File: src/psop_pkg.sv
// Shared constants, limits and control carrier for the parallel sum-of-products datapath
//
// What this block does
// - Operand width is 3, 4, 5, 6, 7, 8 or 16 bits, default 8.
// - One to twenty-four parallel multipliers, default 8, all products summed together.
// - Operands are signed by default; A and B each have an unsigned option.
// - Optional input registers add one cycle; separate A/B enables, shared reset.
// - Hide options tie input or pipeline enables and resets to one.
// - With accumulation on, output is the running total of every cycle's sum.
// - Accumulation gives a load input; asserting it restarts the total from that sum.
// - Zero, one or two pipeline stages, default 0, each adds one cycle.
// - Result output width is 3 to 48 bits, default 48.
// - Results wider than the output drop high bits, with no overflow flag.
// - Load is delayed to match operand latency; it takes the sum, ignoring history.
// - Input and pipeline resets are synchronous and active low.
package psop_pkg;

    // ------------------------------------------------------------------
    // Limits and defaults
    // ------------------------------------------------------------------
    localparam int PSOP_IN_WIDTH_DEF = 8;
    localparam int PSOP_NMULT_DEF    = 8;
    localparam int PSOP_NMULT_MIN    = 1;
    localparam int PSOP_NMULT_MAX    = 24;
    localparam int PSOP_OUT_DEF      = 48;
    localparam int PSOP_OUT_MIN      = 3;
    localparam int PSOP_OUT_MAX      = 48;
    localparam int PSOP_PIPE_DEF     = 0;
    localparam int PSOP_PIPE_MAX     = 2;
    localparam int PSOP_IN_REG_LAT   = 1;
    localparam int PSOP_OUT_REG_LAT  = 1;
    localparam bit PSOP_RST_VAL      = 1'b0;

    // ------------------------------------------------------------------
    // Width legality and multiplier ceiling per width
    // ------------------------------------------------------------------
    function automatic int psop_max_mult(input int width);
        case (width)
            3:       psop_max_mult = 24;
            4:       psop_max_mult = 16;
            5, 6:    psop_max_mult = 12;
            7:       psop_max_mult = 10;
            8:       psop_max_mult = 8;
            16:      psop_max_mult = 4;
            default: psop_max_mult = 0;
        endcase
    endfunction : psop_max_mult

    // ------------------------------------------------------------------
    // Control carrier
    // ------------------------------------------------------------------
    typedef struct packed {
        logic a_ce;
        logic b_ce;
        logic in_rstn;
        logic pipe_ce;
        logic pipe_rstn;
        logic load;
    } psop_ctrl_t;

endpackage : psop_pkg

File: src/psop_lane.sv
// One multiplier lane: signed/unsigned product extended or cut to the output width
`timescale 1ns/1ps
module psop_lane
    import psop_pkg::*;
#(
    parameter int IN_WIDTH   = PSOP_IN_WIDTH_DEF,
    parameter int OUT_WIDTH  = PSOP_OUT_DEF,
    parameter bit A_UNSIGNED = 1'b0,
    parameter bit B_UNSIGNED = 1'b0
) (
    input  wire logic [IN_WIDTH-1:0]  i_a,
    input  wire logic [IN_WIDTH-1:0]  i_b,
    output logic      [OUT_WIDTH-1:0] o_prod
);
    localparam int PW = 2 * IN_WIDTH + 2;

    logic signed [IN_WIDTH:0] a_ext;
    logic signed [IN_WIDTH:0] b_ext;
    logic signed [PW-1:0]     prod;

    // unsigned option clears the added sign bit
    assign a_ext = {(A_UNSIGNED ? 1'b0 : i_a[IN_WIDTH-1]), i_a};
    assign b_ext = {(B_UNSIGNED ? 1'b0 : i_b[IN_WIDTH-1]), i_b};
    assign prod  = PW'(a_ext) * PW'(b_ext);

    // sign bit of the widened product is zero when both sides unsigned
    generate
        if (OUT_WIDTH > PW) begin : g_ext
            assign o_prod = {{(OUT_WIDTH - PW){prod[PW-1]}}, prod};
        end else begin : g_cut
            assign o_prod = prod[OUT_WIDTH-1:0];
        end
    endgenerate

endmodule : psop_lane

File: src/psop_top.sv
// Parallel sum-of-products datapath with optional input registers, pipeline and accumulator
`timescale 1ns/1ps
module psop_top
    import psop_pkg::*;
#(
    parameter int IN_WIDTH       = PSOP_IN_WIDTH_DEF,
    parameter int NUM_MULT       = PSOP_NMULT_DEF,
    parameter int OUT_WIDTH      = PSOP_OUT_DEF,
    parameter bit A_UNSIGNED     = 1'b0,
    parameter bit B_UNSIGNED     = 1'b0,
    parameter bit INPUT_REGS     = 1'b0,
    parameter bit HIDE_IN_CTRL   = 1'b0,
    parameter int PIPE_STAGES    = PSOP_PIPE_DEF,
    parameter bit HIDE_PIPE_CTRL = 1'b0,
    parameter bit ACCUM_EN       = 1'b0
) (
    input  wire logic                         i_core_clk,
    input  wire logic                         i_sys_rst,
    input  wire logic [IN_WIDTH*NUM_MULT-1:0] i_din_a,
    input  wire logic [IN_WIDTH*NUM_MULT-1:0] i_din_b,
    input  wire psop_ctrl_t                   i_ctrl,
    output logic      [OUT_WIDTH-1:0]         o_dout
);
    typedef logic [OUT_WIDTH-1:0] psop_word_t;
    localparam int DW = IN_WIDTH * NUM_MULT;
    // Stages allocated even when unused so the arrays never have zero size
    localparam int PD = (PIPE_STAGES > 0) ? PIPE_STAGES : 1;

    // ------------------------------------------------------------------
    // Effective enables and resets
    // ------------------------------------------------------------------
    logic a_ce, b_ce, in_rstn, pipe_ce, pipe_rstn, load_in;

    assign a_ce      = HIDE_IN_CTRL   ? 1'b1 : i_ctrl.a_ce;
    assign b_ce      = HIDE_IN_CTRL   ? 1'b1 : i_ctrl.b_ce;
    assign in_rstn   = HIDE_IN_CTRL   ? 1'b1 : i_ctrl.in_rstn;
    assign pipe_ce   = HIDE_PIPE_CTRL ? 1'b1 : i_ctrl.pipe_ce;
    assign pipe_rstn = HIDE_PIPE_CTRL ? 1'b1 : i_ctrl.pipe_rstn;
    assign load_in   = ACCUM_EN ? i_ctrl.load : 1'b0;

    // ------------------------------------------------------------------
    // Input registers
    // ------------------------------------------------------------------
    logic [DW-1:0] a_q, a_d, b_q, b_d, a_use, b_use;
    logic          ld_in_q, ld_in_d, ld_use;

    // operand capture with own enables, shared reset
    always_comb begin
        a_d     = a_q;
        b_d     = b_q;
        ld_in_d = ld_in_q;
        if (!in_rstn) begin
            a_d     = '0;
            b_d     = '0;
            ld_in_d = PSOP_RST_VAL;
        end else begin
            if (a_ce) begin
                a_d     = i_din_a;
                // load follows the A operand timing
                ld_in_d = load_in;
            end
            if (b_ce) begin
                b_d = i_din_b;
            end
        end
    end

    always_ff @(posedge i_core_clk) begin
        if (i_sys_rst) begin
            a_q     <= '0;
            b_q     <= '0;
            ld_in_q <= PSOP_RST_VAL;
        end else begin
            a_q     <= a_d;
            b_q     <= b_d;
            ld_in_q <= ld_in_d;
        end
    end

    assign a_use  = INPUT_REGS ? a_q : i_din_a;
    assign b_use  = INPUT_REGS ? b_q : i_din_b;
    assign ld_use = INPUT_REGS ? ld_in_q : load_in;

    if (INPUT_REGS) begin : g_in_chk

    end

    // ------------------------------------------------------------------
    // Multiplier lanes and adder tree
    // ------------------------------------------------------------------
    psop_word_t prod [NUM_MULT];
    psop_word_t sum;

    // lane i takes slice i of each packed vector
    for (genvar i = 0; i < NUM_MULT; i++) begin : g_lane
        psop_lane #(
            .IN_WIDTH   (IN_WIDTH),
            .OUT_WIDTH  (OUT_WIDTH),
            .A_UNSIGNED (A_UNSIGNED),
            .B_UNSIGNED (B_UNSIGNED)
        ) u_lane (
            .i_a    (a_use[i*IN_WIDTH +: IN_WIDTH]),
            .i_b    (b_use[i*IN_WIDTH +: IN_WIDTH]),
            .o_prod (prod[i])
        );
    end

    // all products summed; sum wraps at output width
    always_comb begin
        sum = '0;
        for (int i = 0; i < NUM_MULT; i++) begin
            sum = sum + prod[i];
        end
    end

    // ------------------------------------------------------------------
    // Pipeline stages
    // ------------------------------------------------------------------
    psop_word_t psum_q [PD];
    psop_word_t psum_d [PD];
    logic       pld_q  [PD];
    logic       pld_d  [PD];
    psop_word_t tail;
    logic       ld_tail;

    // stage shift under the shared pipeline enable
    always_comb begin
        for (int k = 0; k < PD; k++) begin
            psum_d[k] = psum_q[k];
            pld_d[k]  = pld_q[k];
            if (!pipe_rstn) begin
                psum_d[k] = '0;
                pld_d[k]  = PSOP_RST_VAL;
            end else if (pipe_ce) begin
                psum_d[k] = (k == 0) ? sum : psum_q[(k == 0) ? 0 : k - 1];
                pld_d[k]  = (k == 0) ? ld_use : pld_q[(k == 0) ? 0 : k - 1];
            end
        end
    end

    always_ff @(posedge i_core_clk) begin
        for (int k = 0; k < PD; k++) begin
            if (i_sys_rst) begin
                psum_q[k] <= '0;
                pld_q[k]  <= PSOP_RST_VAL;
            end else begin
                psum_q[k] <= psum_d[k];
                pld_q[k]  <= pld_d[k];
            end
        end
    end

    if (PIPE_STAGES > 0) begin : g_pipe_out
        assign tail    = psum_q[PIPE_STAGES-1];
        assign ld_tail = pld_q[PIPE_STAGES-1];

    end else begin : g_pipe_none
        assign tail    = sum;
        assign ld_tail = ld_use;
    end

    // ------------------------------------------------------------------
    // Output register and accumulator
    // ------------------------------------------------------------------
    psop_word_t acc_q, acc_d;

    // running total; load restarts from the current sum
    always_comb begin
        if (ACCUM_EN && !ld_tail) begin
            acc_d = acc_q + tail;
        end else begin
            acc_d = tail;
        end
    end

    always_ff @(posedge i_core_clk) begin
        if (i_sys_rst) begin
            acc_q <= '0;
        end else begin
            acc_q <= acc_d;
        end
    end

    assign o_dout = acc_q;

    if (ACCUM_EN) begin : g_acc_chk

    end else begin : g_noacc_chk

    end
endmodule : psop_top

File: config.mk
export PLATFORM = sky130hd
export DESIGN_NAME = psop_top
export DESIGN_NICKNAME = d
export VERILOG_FILES = /design/src/psop_pkg.sv /design/src/psop_lane.sv /design/src/psop_top.sv
export SDC_FILE = /design/constraint.sdc
export NUM_CORES = 2
export LEC_CHECK = 0
export BUFFER_PORTS_ARGS = -buffer_cell sky130_fd_sc_hd__buf_2
export CORE_MARGIN = 2
export CORE_UTILIZATION = 30
export DETAILED_ROUTE_END_ITERATION = 16
export PLACE_DENSITY = 0.54
export SYNTH_ARGS = -nofsm -noshare
export SYNTH_HDL_FRONTEND = slang
export SYNTH_HIERARCHICAL = 1
export SYNTH_SLANG_ARGS = --single-unit
File: constraint.sdc
create_clock -name i_core_clk -period 30.8 [get_ports i_core_clk]
set_input_delay 3.08 -clock i_core_clk [delete_from_list [all_inputs] [get_ports i_core_clk]]
set_output_delay 3.08 -clock i_core_clk [all_outputs]
set_load 0.005 [all_outputs]
### Yosys cells after proc, flatten, opt, wreduce, memory -nomap -nowiden

Index checks and enable logic that the tools add are counted.

* input bits: 136
* bits in registers: 48
* logic and storage cells: 16

* multiply operators: 8
* add/subtract/negate cells: 7

Operators by type and width (number)
* multiplier 8 x 8 -> 16 bit: 8
* adder 22 x 16 -> 23 bit: 1
* adder 21 x 16 -> 22 bit: 1
* adder 20 x 16 -> 21 bit: 1
* adder 19 x 16 -> 20 bit: 1
* adder 18 x 16 -> 19 bit: 1
* adder 17 x 16 -> 18 bit: 1
* adder 16 x 16 -> 17 bit: 1

### Logic depth before layout (Yosys ltp)

* depth in word-level cells: 8
* depth in mapped cells: 35
* depth with buffers taken out: 34

### By module

The synthesis kept the hierarchy.

Modules (own cells, without submodules)
* psop_top: times used 1, seq. area each 960.9 um^2, cells an instance 1309, area an instance 11715.0 um^2
* psop_lane at g_lane[1].u_lane ...: times used 3, seq. area each 0.0 um^2, cells an instance 321, area an instance 2772.7 um^2
* psop_lane at g_lane[5].u_lane ...: times used 3, seq. area each 0.0 um^2, cells an instance 316, area an instance 2751.4 um^2
* psop_lane at g_lane[0].u_lane: times used 1, seq. area each 0.0 um^2, cells an instance 321, area an instance 2776.4 um^2
* psop_lane at g_lane[4].u_lane: times used 1, seq. area each 0.0 um^2, cells an instance 320, area an instance 2772.7 um^2

### Worst setup path before layout

Ideal clock, no wire load.

* path type: input-to-reg
* from: input port i_din_b[35]
* to: register acc_q[40] (netlist: o_dout[40])
* arrival time: 12.085 ns
* required time: 30.679 ns
* setup time: 0.121 ns
* path buffers: 1
* slack: 18.594 ns
* stages on the path: 30
* cell sequence: and2_1 -> fa_1 -> inv_1 -> fa_1 -> inv_1 -> fa_1 -> inv_1 -> fa_1 -> inv_1 -> ha_1 -> nand2_1 -> o21ai_0 -> o41ai_2 -> xnor2_1 -> buf_4 -> inv_1 -> fa_1 -> inv_1 -> fa_1 -> fa_1 -> fa_1 -> ha_1 -> a21o_1 -> a211o_1 -> a221o_1 -> a31oi_1 -> and3_2 -> a2111oi_4 -> a211oi_2 -> mux2_4

RTL lines
* from (decl): line psop_top.sv:20 `input wire logic [IN_WIDTH*NUM_MULT-1:0] i_din_b,`
* to (signal assigned): line psop_top.sv:178 `acc_q <= '0;`
* to (signal assigned): line psop_top.sv:180 `acc_q <= acc_d;`
* to (decl): line psop_top.sv:165 `psop_word_t acc_q, acc_d;`

==> results.py <==
metrics = {
    "critical_path": {
        "worstSetupEndpointType": "flip-flop",
        "max_stage_delay_ns": 0.55,
        "critical_path_required_ns": 31.01,
        "crit_slowest_cell": "fa_1",
        "critPathCapture": "o_dout[45]",
        "path_class": "in2reg",
        "critPathLaunch": "i_din_b[36]",
        "startpoint_type": "input port",
        "path_max_fanout": 33,
        "worstPathArrival_ns": 12.44,
    },
    "detailed_routing": {
        "top_layer": "met4",
        "dr_wl_met3_mm": 2.57,
        "drcViolationCount": 0,
        "viasPerCell": 4.26,
        "drtAntennaViolNets": 0,
        "vias": 22600,
        "wirelength_mm": 74.9,
        "wl_per_cell_um": 14.2,
        "first_iter_violations": 957,
        "drt_first_pass_iters": 5,
        "wirelength_met1_mm": 35.4,
        "wl_met2_mm": 36.2,
    },
    "sta": {
        "hold_violations": 0,
        "max_freq_mhz": 81.8,
        "fin_ws_ns": 18.57,
        "relSlewSlack_pct": 37.4,
        "worst_slew_pin_slew_ns": 0.931,
        "fin_crit_ns": 12.23,
        "final_max_slew_viol_count": 0,
        "rsz0062_at_grt": "no",
        "fin_setup_tns_ns": 0,
        "setup_viol": 0,
        "period_share_pct": 39.7,
    },
    "yosys": {
        "syn_nets": 4996,
        "synth-edff-count": 0,
        "ys_async_sr_fraction_pct": 0,
        "ys.flop_type": "dfxtp_1",
        "synth_area_um2": 33800,
        "postSynthAreaPerCell_um2": 8.76,
        "synth.area.top_cells": "fa_1, inv_1, ha_1, and2_1, buf_4",
        "yosys.area.top_type": "fa_1",
        "synthCells": 3861,
        "synth-seq-area-share_pct": 2.84,
        "ys_ff_latch": 48,
        "synth_top_area_share_pct": 42.5,
        "synth.distinct_cells": 75,
        "yosysWarnings": 6,
    },
    "placement": {
        "post-dp-hpwl_mm": 66.6,
        "port-buffer-count": 177,
        "place.gp.congestion": 0.818,
        "place_ws_ns": 18.20,
        "place_area_um2": 34700,
    },
    "die": {
        "die_w_um": 340,
        "initial_core_util_pct": 30.2,
        "rows": 123,
        "die_h_um": 340,
        "ios": 184,
        "core_area_um2": 112000,
        "dieArea_um2": 115000,
    },
    "grt": {
        "grt_pass1_vias": 24400,
        "grt_pass1_wl_mm": 129,
        "grtUsageTotal_pct": 13.7,
        "grt_overflow": 0,
        "antenna_found_initial": 9,
        "grt_max_degree": 65,
    },
    "final_layout": {
        "final_util_pct": 31.1,
        "finalInstanceArea_um2": 34900,
        "fillers": 12000,
        "regArea_um2": 961,
        "nets": 4918,
        "multi_input_area_um2": 26400,
        "final_common_cell": "inv_1",
        "largest_reg_flops": 48,
        "drive_gt1_share_pct": 7.37,
        "syn2layout_area_growth_pct": 3.12,
        "most-common-layout-cells": "inv_1, fa_1, and2_1",
    },
    "clock_tree": {
        "post_cts_resized": 0,
        "cts-buffers-inserted": 5,
        "cts_htree_levels": 2,
        "clkSinkCount": 48,
        "cts_setup_buffers": 0,
        "cts_tree": "yes",
        "ctsLongestPathBuffers": 2,
        "clkTransAtPathRegs_ns": 0.08,
        "cts_root_buf": "clkbuf_16",
        "holdBufCountCts": 0,
    },
    "job": {
        "drv_cap": 0,
    },
    "status": {
        "outcome": "complete, no violations",
    },
    "hold_path": {
        "holdCritStartpoint": "i_sys_rst",
        "hold_class": "in2reg",
    },
}
## critical path: cells and delay by family
family / cells / cell delay, ns
compound gates: 8 / 2.08
xor+xnor: 1 / 0.16
fa+ha+maj: 10 / 4.82
buf+inv: 10 / 1.16
mux: 1 / 0.38
simple gates: 3 / 0.74
## area by class of cell
type / instances / share of cell area (%)
Clock inverter: 3 / 0.136
Clock buffer: 5 / 0.359
Inverter: 1195 / 12.9
Multi-Input combinational cell: 2346 / 75.7
Antenna cell: 8 / 0.0574
Tap cell: 1500 / 5.38
Sequential cell: 48 / 2.75
Timing Repair Buffer: 187 / 2.75
## through the flow
| stage | hold slack, ns | std cells |
|---|---|---|
| finish | 3.42 | 5292 |
| global route | 3.46 | 5292 |
| CTS | 3.41 | 5284 |
| detailed placement | 3.46 | 5276 |
| global placement | 3.46 | 5276 |
| floorplan | 3.36 | 3861 |
## layer usage
metal / up-vias / global-route usage, %
li1: 10900 / -
met2: 270 / 23.1
met1: 11400 / 19.4
met3: 28 / 1.37
met4: 0 / 1.74
met5: - / 0
## kinds of logic (layout without fill, tap and decap cells)
logic type | count (synthesis) | count (layout) | share of synthesized area (%)
AO/OA/AOI/OAI | 327 | 327 | 6.65
AND/OR/NAND/NOR | 852 | 852 | 13.8
XOR/XNOR | 148 | 148 | 3.83
adder cells (fa/ha/maj) | 999 | 999 | 52.9
buffers and inverters | 1467 | 1390 | 19.3
multiplexers | 20 | 20 | 0.677
flip-flops | 48 | 48 | 2.84
other | 0 | 8 | 0
## worst min-delay path by stage
stage / to / cells past startpoint
global placement: o_dout[25] / 1
floorplan: o_dout[0] / 0
global route: o_dout[5] / 3
CTS: o_dout[37] / 3
detailed placement: o_dout[26] / 1
finish: o_dout[37] / 3
## synth_stat cells, drive strengths merged (11+ instances only)
cell	count
a21o	47
fa	719
xor2	31
buf	261
mux2	20
nand2	151
ha	280
nand2b	11
a31oi	13
xnor2	117
a21boi	12
o211ai	15
nor2b	93
o21a	18
nor2	126
inv	1195
o21ai	54
nand4	17
a21oi	120
dfxtp	48
nand3	24
nor3	31
and2	358
Power is not shown: default switching activity piles up to over one toggle a cycle in this logic, so the estimate is an artifact.
